<file path="config.mk">
export PLATFORM = sky130hd
export DESIGN_NAME = cdt_timer
export DESIGN_NICKNAME = d
export VERILOG_FILES = /design/src/verilog/cdt_pkg.sv /design/src/verilog/cdt_prescaler.sv /design/src/verilog/cdt_irq_status.sv /design/src/verilog/cdt_timer.sv
export SDC_FILE = /design/constraint.sdc
export NUM_CORES = 1
export LEC_CHECK = 0
export BUFFER_PORTS_ARGS = -buffer_cell sky130_fd_sc_hd__buf_2
export CORE_AREA = 3 3 121 170
export DETAILED_ROUTE_END_ITERATION = 8
export DIE_AREA = 0 0 124 173
export PLACE_DENSITY = 0.61
export SKIP_LAST_GASP = 1
export SLEW_MARGIN = 15
export SYNTH_ARGS = -nofsm -noshare
export SYNTH_HDL_FRONTEND = slang
export SYNTH_HIERARCHICAL = 1
export SYNTH_SLANG_ARGS = --single-unit
</file>
<file path="constraint.sdc">
create_clock -name REF_CLK -period 3.15 [get_ports REF_CLK]
set_clock_uncertainty 0.2 [all_clocks]
set_input_delay 0 -clock REF_CLK [delete_from_list [all_inputs] [get_ports REF_CLK]]
set_output_delay 0 -clock REF_CLK [all_outputs]
set_load 0.02 [all_outputs]
</file>
<file path="src/verilog/cdt_pkg.sv">
/*
  cdt_pkg: register indices, field positions, reset values and the
  debug-halt state type of the down-counting cpu timer.
  assumes: the register word index times four is the apb byte address.
*/
package cdt_pkg;
  // register word indices
  localparam logic [3:0] IDX_COUNT_LOW  = 4'h0;
  localparam logic [3:0] IDX_COUNT_HIGH = 4'h1;
  localparam logic [3:0] IDX_PERIOD_LOW = 4'h2;
  localparam logic [3:0] IDX_PERIOD_HI  = 4'h3;
  localparam logic [3:0] IDX_CONTROL    = 4'h4;
  localparam logic [3:0] IDX_PRESC_LOW  = 4'h6;
  localparam logic [3:0] IDX_PRESC_HIGH = 4'h7;
  localparam logic [3:0] IDX_IRQ_STATUS = 4'h8;
  localparam logic [3:0] IDX_IRQ_CLEAR  = 4'h9;
  localparam logic [3:0] IDX_IRQ_ENABLE = 4'hA;
  // control register bit positions
  localparam int TCR_ZERO_FLAG = 15;
  localparam int TCR_IRQ_EN    = 14;
  localparam int TCR_FREE_RUN  = 11;
  localparam int TCR_SOFT_STOP = 10;
  localparam int TCR_RELOAD    = 5;
  localparam int TCR_STOP      = 4;
  // prescale register fields: divide byte low, live count byte high
  localparam int PRE_DIV_LSB = 0;
  localparam int PRE_CNT_LSB = 8;
  // event bits of the interrupt status register
  localparam int EVT_ZERO = 0;
  localparam int EVT_HALT = 1;
  localparam int EVT_W    = 2;
  // reset values
  localparam logic [15:0] COUNT_RST      = 16'h0000;
  localparam logic [15:0] PERIOD_LOW_RST = 16'hFFFF;
  localparam logic [15:0] PERIOD_HI_RST  = 16'h0000;
  localparam logic [15:0] DIVIDE_RST     = 16'h0000;
  localparam logic        CTRL_BIT_RST   = 1'b0;
  // debug-halt state
  typedef enum logic [0:0] {
    EMU_RUN  = 1'b0,
    EMU_HELD = 1'b1
  } cdt_emu_t;
endpackage

</file>
<file path="src/verilog/cdt_prescaler.sv">
/*
  cdt_prescaler: divide-down counter giving one tick every divide+1
  clocks while run is high.
  assumes: load and divide are synchronous to clk.
*/
`timescale 1ns/1ps
module cdt_prescaler #(
  parameter int DIV_W = 16
) (
  input  wire logic             clk,
  input  wire logic             arst_n,
  input  wire logic             run,
  input  wire logic             load,
  input  wire logic [DIV_W-1:0] divide,
  output logic                  tick,
  output logic      [DIV_W-1:0] value
);
  // refuse widths the register map cannot hold
  if (DIV_W < 1 || DIV_W > 16) begin : g_bad_w
    $error("cdt_prescaler: DIV_W must be 1..16");
  end

  logic [DIV_W-1:0] psc_reg;   // live divide count
  logic [DIV_W-1:0] psc_next;  // next count

  // tick when the count runs out while running
  assign tick  = run && (psc_reg == '0);
  assign value = psc_reg;

  // reload on tick or on request, else count down
  always_comb begin
    psc_next = psc_reg;
    if (load || tick) begin
      psc_next = divide;
    end else if (run) begin
      psc_next = psc_reg - 1'b1;
    end
  end

  // count register
  always_ff @(posedge clk or negedge arst_n) begin
    if (!arst_n) begin
      psc_reg <= '0;
    end else begin
      psc_reg <= psc_next;
    end
  end
endmodule // cdt_prescaler

</file>
<file path="src/verilog/cdt_irq_status.sv">
/*
  cdt_irq_status: sticky event bits, enable mask and one level
  interrupt line.
  assumes: strobes are single-cycle accepted bus writes.
*/
`timescale 1ns/1ps
module cdt_irq_status #(
  parameter int EW = 2
) (
  input  wire logic          clk,
  input  wire logic          arst_n,
  input  wire logic [EW-1:0] event_in,
  input  wire logic          clr_wr,
  input  wire logic          en_wr,
  input  wire logic [EW-1:0] wdata,
  output logic      [EW-1:0] status,
  output logic      [EW-1:0] enable,
  output logic               irq
);
  if (EW < 1 || EW > 16) begin : g_bad_w
    $error("cdt_irq_status: EW must be 1..16");
  end

  logic [EW-1:0] status_reg;   // sticky events
  logic [EW-1:0] enable_reg;   // mask
  logic          irq_reg;      // level output
  logic [EW-1:0] status_next;
  logic [EW-1:0] enable_next;

  // set wins over a clear in the same cycle
  assign status_next = event_in | (status_reg & ~(clr_wr ? wdata : '0));
  assign enable_next = en_wr ? wdata : enable_reg;
  assign status      = status_reg;
  assign enable      = enable_reg;
  assign irq         = irq_reg;

  // state registers
  always_ff @(posedge clk or negedge arst_n) begin
    if (!arst_n) begin
      status_reg <= '0;
      enable_reg <= '0;
      irq_reg    <= 1'b0;
    end else begin
      status_reg <= status_next;
      enable_reg <= enable_next;
      irq_reg    <= |(status_next & enable_next);
    end
  end
endmodule // cdt_irq_status

</file>
<file path="src/verilog/cdt_timer.sv">
/*
  cdt_timer: one 32-bit down-counting cpu timer with prescaler,
  period reload, zero flag, debug-halt modes and an apb register slave.
  assumes: apb master per apb3 signalling, all inputs synchronous
  to REF_CLK, DBG_HALT a level from the debug logic.
*/
// Added by the designer: the register offsets and the APB register port.
`timescale 1ns/1ps
module cdt_timer (
  input  wire logic        REF_CLK,
  input  wire logic        ARST_N,
  input  wire logic        PSEL,
  input  wire logic        PENABLE,
  input  wire logic        PWRITE,
  input  wire logic [7:0]  PADDR,
  input  wire logic [31:0] PWDATA,
  output logic      [31:0] PRDATA,
  output logic             PREADY,
  output logic             PSLVERR,
  input  wire logic        DBG_HALT,
  output logic             TIMER_IRQ_PULSE,
  output logic             IRQ
);
  // word index hit on an aligned in-range address
  function automatic logic hit(input logic [7:0] a, input logic [3:0] idx);
    return (a[7:6] == 2'b00) && (a[5:2] == idx) && (a[1:0] == 2'b00);
  endfunction

  // bus state
  logic        pready_reg;    // access-phase ready
  logic        pslverr_reg;   // unmapped answer
  logic [31:0] prdata_reg;    // read data
  // timer state
  logic [31:0] count_reg;     // live count
  logic [31:0] count_next;
  logic [31:0] period_reg;    // reload value
  logic [31:0] period_next;
  logic [15:0] divide_reg;    // prescale divide
  logic [15:0] divide_next;
  logic        flag_reg;      // zero flag
  logic        tie_reg;       // irq enable
  logic        free_reg;      // free run in debug halt
  logic        soft_reg;      // soft stop in debug halt
  logic        tss_reg;       // stop control
  logic        pulse_reg;     // timer_irq_pulse
  cdt_pkg::cdt_emu_t emu_reg; // debug-halt state
  cdt_pkg::cdt_emu_t emu_next;

  // bus decode
  wire         setup    = PSEL && !PENABLE;
  wire         acc      = PSEL && PENABLE && pready_reg;
  wire         wr       = acc && PWRITE;
  wire  [15:0] wd       = PWDATA[15:0];
  wire         h_cl     = hit(PADDR, cdt_pkg::IDX_COUNT_LOW);
  wire         h_ch     = hit(PADDR, cdt_pkg::IDX_COUNT_HIGH);
  wire         h_pl     = hit(PADDR, cdt_pkg::IDX_PERIOD_LOW);
  wire         h_ph     = hit(PADDR, cdt_pkg::IDX_PERIOD_HI);
  wire         h_tc     = hit(PADDR, cdt_pkg::IDX_CONTROL);
  wire         h_rl     = hit(PADDR, cdt_pkg::IDX_PRESC_LOW);
  wire         h_rh     = hit(PADDR, cdt_pkg::IDX_PRESC_HIGH);
  wire         h_is     = hit(PADDR, cdt_pkg::IDX_IRQ_STATUS);
  wire         h_ic     = hit(PADDR, cdt_pkg::IDX_IRQ_CLEAR);
  wire         h_ie     = hit(PADDR, cdt_pkg::IDX_IRQ_ENABLE);
  wire         mapped   = h_cl | h_ch | h_pl | h_ph | h_tc | h_rl | h_rh
                          | h_is | h_ic | h_ie;
  wire         wr_tcr   = wr && h_tc;
  wire         wr_cnt   = wr && (h_cl || h_ch);
  wire         wr_pre   = wr && (h_rl || h_rh);
  wire         reload   = wr_tcr && wd[cdt_pkg::TCR_RELOAD];

  // timer datapath wires
  wire         run;       // prescaler and counter enabled
  wire         tick;      // prescaler output
  wire  [15:0] psc_val;   // live prescale count
  wire         zero_evt;  // decrement lands on zero
  wire         halt_evt;  // debug hold entered
  wire  [1:0]  irq_stat;
  wire  [1:0]  irq_en;
  wire  [15:0] tcr_rd;
  wire  [15:0] rd_word;

  assign run      = !tss_reg && (emu_reg == cdt_pkg::EMU_RUN);
  assign zero_evt = tick && (count_reg == 32'h0000_0001);
  assign halt_evt = (emu_reg == cdt_pkg::EMU_RUN)
                    && (emu_next == cdt_pkg::EMU_HELD);

  // prescaler restarts from divide on a reload or divide write
  cdt_prescaler #(
    .DIV_W (16)
  ) u_presc (
    .clk    (REF_CLK),
    .arst_n (ARST_N),
    .run    (run),
    .load   (reload || wr_pre),
    .divide (divide_next),
    .tick   (tick),
    .value  (psc_val)
  );

  // sticky events, mask and level interrupt
  cdt_irq_status #(
    .EW (cdt_pkg::EVT_W)
  ) u_irq (
    .clk      (REF_CLK),
    .arst_n   (ARST_N),
    .event_in ({halt_evt, zero_evt && tie_reg}),
    .clr_wr   (wr && h_ic),
    .en_wr    (wr && h_ie),
    .wdata    (wd[1:0]),
    .status   (irq_stat),
    .enable   (irq_en),
    .irq      (IRQ)
  );

  // count: tick, then software writes, reload trigger last
  always_comb begin
    count_next = count_reg;
    if (tick) begin
      if (count_reg == 32'h0000_0000) begin
        count_next = period_reg;
      end else begin
        count_next = count_reg - 32'h0000_0001;
      end
    end
    if (wr && h_cl) begin
      count_next[15:0] = wd;
    end
    if (wr && h_ch) begin
      count_next[31:16] = wd;
    end
    if (reload) begin
      count_next = period_reg;
    end
  end

  // period halves and divide bytes
  always_comb begin
    period_next = period_reg;
    divide_next = divide_reg;
    if (wr && h_pl) begin
      period_next[15:0] = wd;
    end
    if (wr && h_ph) begin
      period_next[31:16] = wd;
    end
    if (wr && h_rl) begin
      divide_next[7:0] = wd[cdt_pkg::PRE_DIV_LSB +: 8];
    end
    if (wr && h_rh) begin
      divide_next[15:8] = wd[cdt_pkg::PRE_DIV_LSB +: 8];
    end
  end

  // debug halt: hard stop after any decrement, soft after zero
  always_comb begin
    emu_next = emu_reg;
    case (emu_reg)
      cdt_pkg::EMU_RUN: begin
        if (DBG_HALT && !free_reg && tick && (!soft_reg || zero_evt)) begin
          emu_next = cdt_pkg::EMU_HELD;
        end
      end
      cdt_pkg::EMU_HELD: begin
        if (!DBG_HALT || free_reg) begin
          emu_next = cdt_pkg::EMU_RUN;
        end
      end
      default: begin
        emu_next = cdt_pkg::EMU_RUN;
      end
    endcase
  end

  // control register image; reload bit reads zero
  assign tcr_rd = (16'(flag_reg) << cdt_pkg::TCR_ZERO_FLAG)
                | (16'(tie_reg)  << cdt_pkg::TCR_IRQ_EN)
                | (16'(free_reg) << cdt_pkg::TCR_FREE_RUN)
                | (16'(soft_reg) << cdt_pkg::TCR_SOFT_STOP)
                | (16'(tss_reg)  << cdt_pkg::TCR_STOP);

  // read select; clear register and unmapped read zero
  assign rd_word = h_cl ? count_reg[15:0] :
                   h_ch ? count_reg[31:16] :
                   h_pl ? period_reg[15:0] :
                   h_ph ? period_reg[31:16] :
                   h_tc ? tcr_rd :
                   h_rl ? {psc_val[7:0], divide_reg[7:0]} :
                   h_rh ? {psc_val[15:8], divide_reg[15:8]} :
                   h_is ? {14'h0000, irq_stat} :
                   h_ie ? {14'h0000, irq_en} : 16'h0000;

  // apb answer: ready in the first access cycle
  always_ff @(posedge REF_CLK or negedge ARST_N) begin
    if (!ARST_N) begin
      pready_reg  <= 1'b0;
      pslverr_reg <= 1'b0;
      prdata_reg  <= 32'h0000_0000;
    end else begin
      pready_reg  <= setup;
      pslverr_reg <= setup && !mapped;
      if (setup && !PWRITE) begin
        prdata_reg <= {16'h0000, rd_word};
      end
    end
  end

  // counter, period, divide and debug state
  always_ff @(posedge REF_CLK or negedge ARST_N) begin
    if (!ARST_N) begin
      count_reg  <= {cdt_pkg::COUNT_RST, cdt_pkg::COUNT_RST};
      period_reg <= {cdt_pkg::PERIOD_HI_RST, cdt_pkg::PERIOD_LOW_RST};
      divide_reg <= cdt_pkg::DIVIDE_RST;
      emu_reg    <= cdt_pkg::EMU_RUN;
    end else begin
      count_reg  <= count_next;
      period_reg <= period_next;
      divide_reg <= divide_next;
      emu_reg    <= emu_next;
    end
  end

  // zero flag: set wins over a write-one clear
  always_ff @(posedge REF_CLK or negedge ARST_N) begin
    if (!ARST_N) begin
      flag_reg <= cdt_pkg::CTRL_BIT_RST;
    end else if (zero_evt) begin
      flag_reg <= 1'b1;
    end else if (wr_tcr && wd[cdt_pkg::TCR_ZERO_FLAG]) begin
      flag_reg <= 1'b0;
    end
  end

  // control bits
  always_ff @(posedge REF_CLK or negedge ARST_N) begin
    if (!ARST_N) begin
      tie_reg  <= cdt_pkg::CTRL_BIT_RST;
      free_reg <= cdt_pkg::CTRL_BIT_RST;
      soft_reg <= cdt_pkg::CTRL_BIT_RST;
      tss_reg  <= cdt_pkg::CTRL_BIT_RST;
    end else if (wr_tcr) begin
      tie_reg  <= wd[cdt_pkg::TCR_IRQ_EN];
      free_reg <= wd[cdt_pkg::TCR_FREE_RUN];
      soft_reg <= wd[cdt_pkg::TCR_SOFT_STOP];
      tss_reg  <= wd[cdt_pkg::TCR_STOP];
    end
  end

  // one-cycle pulse, gated by irq enable
  always_ff @(posedge REF_CLK or negedge ARST_N) begin
    if (!ARST_N) begin
      pulse_reg <= 1'b0;
    end else begin
      pulse_reg <= zero_evt && tie_reg;
    end
  end

  assign PREADY          = pready_reg;
  assign PSLVERR         = pslverr_reg;
  assign PRDATA          = prdata_reg;
  assign TIMER_IRQ_PULSE = pulse_reg;
endmodule // cdt_timer

</file>
Yosys cells after proc, flatten, opt, wreduce, memory -nomap -nowiden
Cells that the tools add are included.
Word-level totals
  output and inout port bits: 36
  word-level logic and storage cells: 142
  bits in registers: 126
  input bits: 46
Operators by class
  multiplexer cells: 25
  $add $sub $neg: 2
  reductions and logical operators: 68
  eq/ne operators: 10
  bitwise gates (word level): 18
Operators with widths (number)
  2-to-1 mux 16 bit: 11
  2-to-1 mux 32 bit: 3
  logical AND 1 bit: 46
  == test 32 x 1 -> 1 bit (second input constant): 1
  zero test 32 bit: 1
  subtractor 32 x 1 -> 32 bit (second input constant): 1
  zero test 16 bit: 1
  2-to-1 mux 8 bit: 2
  OR 16 x 11 -> 16 bit: 1
  OR 16 x 12 -> 16 bit: 1
  OR 16 x 15 -> 16 bit: 1
  OR 16 x 5 -> 16 bit: 1
  subtractor 16 x 1 -> 16 bit (second input constant): 1
  == test 4 x 3 -> 1 bit (second input constant): 3
  == test 4 bit (second input constant): 3
  OR 1 bit: 9
  == test 4 x 2 -> 1 bit (second input constant): 2
  2-to-1 mux 2 bit: 4
  zero test 1 bit: 7
  nonzero test 3 bit: 2
  logical OR 1 bit: 5
  bitwise AND 2 bit: 2
  == test 4 x 1 -> 1 bit (second input constant): 1
  zero test 2 bit: 2
  8 further kinds: 12

Depth between registers and ports, before layout
  word-level depth: 14
  gate-level depth with buffers: 11
  mapped depth without buffers: 11

By module
Netlist, hierarchy kept.
By module, submodules not included
  cdt_timer: cells an instance 716, sequential area each 2647.5 um^2, times used 1, area each 6641.4 um^2
  cdt_prescaler: cells an instance 83, sequential area each 400.4 um^2, times used 1, area each 1006.0 um^2
  cdt_irq_status: cells an instance 12, sequential area each 125.1 um^2, times used 1, area each 186.4 um^2

Worst setup path before layout
Ideal clock, no wire load.
  path kind: register to register
  start point: reg count_reg[2]
  end point: reg u_irq.irq_reg (netlist: u_irq/irq)
  arrival: 2.492 ns
  period minus slack after synthesis: 2.758 ns
  slack: 0.392 ns
  buffers on the path: 1
  library setup time: 0.065 ns
  required time: 2.885 ns
  cell stages (with the launch flop): 10
  cell sequence: dfrtp_1 clkbuf_1 nor4_4 nand4b_1 or2_2 nor4_2 o21ai_0 nor3_1 a21o_1 a22o_1
On the way
  longest elaborated chain between the ends: 10
  elaborated cells on any way between the ends: 11
  classes of those cells: eq/ne (1); mux (2); bitwise (2); reduce/logical (6)
RTL lines
  start, declared: RTL line cdt_timer.sv:34  | logic [31:0] count_reg;
  start signal, assigned: RTL line cdt_timer.sv:210  | count_reg <= {cdt_pkg::COUNT_RST, cdt_pkg::COUNT_RST};
  start signal, assigned: RTL line cdt_timer.sv:215  | count_reg <= count_next;
  == test 32 x 1 -> 1 bit: RTL line cdt_timer.sv:83  | assign zero_evt = tick && (count_reg == 32'h0000_0001);
  logical AND 1 bit: RTL line cdt_timer.sv:83
  logical OR 1 bit: RTL line cdt_timer.sv:159  | if (DBG_HALT && !free_reg && tick && (!soft_reg || zero_evt)) begin
  logical AND 1 bit: RTL line cdt_timer.sv:159
  2-to-1 mux 1 bit: RTL line cdt_timer.sv:159
  case mux 1 bit (2 select lines): RTL line cdt_timer.sv:157  | case (emu_reg)
  logical AND 1 bit: RTL line cdt_timer.sv:85  | && (emu_next == cdt_pkg::EMU_HELD);
  named net halt_evt: RTL line cdt_timer.sv:76  | wire halt_evt;
  OR 2 bit: RTL line cdt_irq_status.sv:31  | assign status_next = event_in | (status_reg & ~(clr_wr ? wdata : '0));
  named net u_irq.status_next[1]: RTL line cdt_irq_status.sv:27  | logic [EW-1:0] status_next;
  bitwise AND 2 bit: RTL line cdt_irq_status.sv:46  | irq_reg <= |(status_next & enable_next);
  OR reduction 2 bit: RTL line cdt_irq_status.sv:46
  end signal, assigned: RTL line cdt_irq_status.sv:46
  end, declared: RTL line cdt_irq_status.sv:26  | logic irq_reg;
The timed path passes the listed nets, and every way through them passes these cells.
A chain may end at the register's enable or synchronous reset.

Final worst setup path
  start point: reg count_reg[1]
  end point: reg count_reg[14]
On the way
  longest elaborated chain between the ends: 5
  elaborated cells on any way between the ends: 6
  classes of those cells: add/sub (1); mux (4); reduce/logical (1)
RTL lines
  subtractor 32 x 1 -> 32 bit / zero test 32 bit (equally long branches): RTL line cdt_timer.sv:122, cdt_timer.sv:119
  2-to-1 mux 32 bit (*): RTL line cdt_timer.sv:119  | if (count_reg == 32'h0000_0000) begin
  2-to-1 mux 32 bit (*): RTL line cdt_timer.sv:118  | if (tick) begin
  2-to-1 mux 16 bit (*): RTL line cdt_timer.sv:125  | if (wr && h_cl) begin
  2-to-1 mux 32 bit (*): RTL line cdt_timer.sv:131  | if (reload) begin
Mark *: on every way between the ends. The rest lies on a longest branch, timed or not. The select of a mux whose other input is x is not followed.

==> results by group <==
Power
  – Worst vdd ir: about 380 uV
  – Leak: 4.167 nW
  – PwrDens: 565.8 nW/um2

Clock tree
  – Root cell of the clock tree: clkbuf_16
  – Clock sink total: 126
  – CTS resizes: 0
  – Bufs on Longest Clock Path: 2
  – CTS tree: yes
  – CTS Buf Count: 17
  – Post-CTS Setup Repair Bufs: 0
  – H-Tree Depth: 4
  – Number of hold buffers added after cts: 23
  – Clk pin slew, worst setup/hold paths: ~60 ps
  – Clock Latency Late Sink: roughly 430 ps

Timing
  – Period utilization: 0.9575
  – Max Clock Freq: 331.5 MHz
  – Hold WS: -21.58 ps
  – Final Hold Viols: 36
  – Setup TNS: 0 ps
  – PnR worst setup slack: 133.8 ps
  – RSZ-0062 raised after global routing: false
  – Final Critical Period: 3016 ps
  – Pins Over Slew Limit: 0
  – Slew Limit Headroom: 0.3396
  – Final setup viols: 0
  – Measured slew at the worst slew-check pin: 990.6 ps

Critical path
  – Critical Path Fanout Max: 12
  – R2r setup slk: approximately 130 ps
  – Buf/Inv on CP: 2
  – Critical path type: flop to flop
  – Crit path DAT: 3130 ps
  – Slowest cell on crit path: or4_4
  – Worst R2R Start: count_reg[1]$_DFFE_PN0P_
  – Worst path max stage delay: 490 ps
  – Worst Setup SP: count_reg[1]$_DFFE_PN0P_
  – Element type at the critical path end: flop
  – CP Launch Type: flop
  – CP Depth: 9
  – Required time of the critical path: roughly 3300 ps
  – Crit path cell chain: inv_1 -> ha_1 -> or3b_2 -> or4_4 -> nor3_4 -> buf_4 -> a21oi_1 -> a2111oi_2 -> nor3_1
  – R2R Path End: count_reg[14]$_DFFE_PN0P_
  – Top Family by Delay on Critical Path: simple AND/OR/NAND/NOR gates
  – Reg2Reg Depth: 9
  – Critical Path End: count_reg[14]$_DFFE_PN0P_

Synth
  – Synth Flop Type: dfrtp_1
  – Synthesized flop and latch total: 126
  – Ys Warns: 6
  – Cell Area, Synth: 7834 um2
  – Post-synth EDFFs: 0
  – Ys async rst share: 1.000
  – Synthesized instance count: a little over 800
  – Synth unique cells: 82
  – Seq/Total Area, Yosys: 0.4050
  – Synthesized area per cell: about 9.7 um2

Global routing
  – Global Route Usage Sum: 0.2669
  – Initial antenna violation count: 0
  – Vias in the first global route: 7076
  – Global route overflow: 0
  – First-pass GRT wire length: 43.02 mm
  – Largest net degree at the start of global routing: 79

Placed design
  – Final Wtd Congestion: 0.9918
  – Port bufs: 49
  – Dpl ws: roughly 160 ps
  – Post-DP HPWL: 20.30 mm

Die
  – Die Y: 173 um
  – Ports: 82
  – Die width: 124 um
  – FP Rows: 60
  – Die area: between 20000 and 25000 um2
  – Core area: 19220 um2
  – Initial Utilization: 0.4076

Routing
  – Routed length per placed instance: around 24 um
  – Residual DRC: 0
  – Antenna Violating Nets Remaining: 0
  – Vias per cell: approximately 6.1
  – Pre-Repair DR Iteration Count: 6
  – DRT Wirelength: approximately 28 mm
  – Vias after detailed routing: 7175
  – 1st-iter DRT viols: between 600 and 700

Run
  – Max Cap Viol: 0

Finish
  – Area Growth Syn to Fin: 21.02%
  – Layout net count: 958
  – N_diodes: 0
  – Layout cell share with drive strength beyond 1: 0.2845

Outcome
  – Failing checks: hold timing
  – Outcome: complete, but fails checks

Hold path
  – Hold/Removal Path Class: primary input to asynchronous set/reset pin
[area by class of cell]
type                       instances  area (um2)
clock buffer                      17       425.4
clock inverter                    15       221.5
fill                            1843        9738
inverter                          11       41.29
multi-input combinational        619        4332
sequential                       126        3173
tap                              248       310.3
timing repair buffer             133       977.2
[logic make-up (layout without fill, tap and decap cells)]
kind of cell             count (synthesis)  count (layout)  synth area share
XOR/XNOR                                32              32           0.03578
flip-flops                             126             126            0.4050
AO/OA/AOI/OAI                          207             207            0.1854
other                                    1              16         0.0004787
adder cells (fa/ha/maj)                  4               4          0.006389
buffers and inverters                   81             176           0.05191
AND/OR/NAND/NOR                        277             277            0.1923
multiplexers                            83              83            0.1227
[placed cells by master, fill, tap and decap left out, types with 12 or more instances in the layout]
master,instances
buf_4,58
a22oi_1,18
buf_2,48
o22ai_1,16
dlygate4sd3_1,23
nor4_1,19
mux2i_1,12
nand2_1,72
clkbuf_16,17
mux2_2,60
a21o_1,12
dfstp_2,16
xor2_1,15
conb_1,16
nor3_1,24
o21ai_0,39
nor2_1,59
xnor2_1,17
a21oi_1,34
dfrtp_1,110
nand3_1,25
[cell usage after synthesis (5+ instances only)]
cell | number | area share
a211oi_1 | 6 | 0.0057
a21o_1 | 12 | 0.012
a21oi_1 | 34 | 0.022
a221oi_1 | 6 | 0.0067
a22oi_1 | 18 | 0.017
a2bb2oi_1 | 8 | 0.0089
a31oi_1 | 11 | 0.0088
buf_4 | 16 | 0.015
clkbuf_1 | 44 | 0.021
dfrtp_1 | 110 | 0.35
dfstp_2 | 16 | 0.054
inv_1 | 11 | 0.0053
mux2_2 | 60 | 0.086
mux2_4 | 11 | 0.021
mux2i_1 | 12 | 0.015
nand2_1 | 72 | 0.034
nand2b_1 | 5 | 0.0040
nand3_1 | 25 | 0.016
nand4_1 | 10 | 0.0080
nor2_1 | 59 | 0.028
nor3_1 | 25 | 0.016
nor4_1 | 20 | 0.016
o21ai_0 | 40 | 0.026
o221ai_1 | 6 | 0.0067
o22ai_1 | 16 | 0.013
o31ai_1 | 9 | 0.0086
or3_1 | 8 | 0.0064
or4_1 | 7 | 0.0067
xnor2_1 | 17 | 0.019
xor2_1 | 15 | 0.017
[worst min path at each step]
| stage | end | startpoint | slack (ps) |
|---|---|---|---|
| 2_1_floorplan | PRDATA[0]$_DFFE_PN0P_ | ARST_N | -500 |
| 3_3_place_gp | TIMER_IRQ_PULSE$_DFF_PN0_ | ARST_N | -110 |
| 3_5_place_dp | TIMER_IRQ_PULSE$_DFF_PN0_ | ARST_N | -100 |
| 4_1_cts | TIMER_IRQ_PULSE$_DFF_PN0_ | ARST_N | 5 |
| 5_1_grt | TIMER_IRQ_PULSE$_DFF_PN0_ | ARST_N | 60 |
| 6_report | count_reg[31]$_DFFE_PN0P_ | ARST_N | -20 |
[stage by stage]
step	hold slack, ps	utilization	power (mW)	area [um2]	cells
2_1_floorplan	-495.6	-	2.749	7890	826
3_3_place_gp	-109.2	0.4477	3.131	8603	1114
3_5_place_dp	-104.6	0.4477	3.155	8603	1114
4_1_cts	5.315	0.4933	5.374	9480	1169
5_1_grt	62.08	0.4933	5.577	9480	1169
6_report	-21.58	0.4933	5.364	9480	1169
[routing by layer]
layer | track usage | share of wire | vias to the layer above | wire, um
met4 | 0.1265 | 0.051 | 0 | 1411
met2 | 0.4378 | 0.50 | 365 | 13860
met1 | 0.3360 | 0.38 | 3517 | 10460
li1 | - | - | 3203 | -
met5 | 0 | 0 | - | 0
met3 | 0.04745 | 0.074 | 90 | 2045
[where the power goes]
group          internal, mW  switching, mW  leakage [nW]
Combinational         0.541          0.554          2.26
Sequential             1.78          0.287          1.59
Clock                  1.35          0.848         0.318
[worst register-to-register path, cell delays in order, from the launching register on]
cell and delay, ps:
dfrtp_1 430, inv_1 130, ha_1 200, or3b_2 470, or4_4 490, nor3_4 250
buf_4 260, a21oi_1 70, a2111oi_2 330, nor3_1 80
No activity file was read; power rests on OpenSTA's default activity.
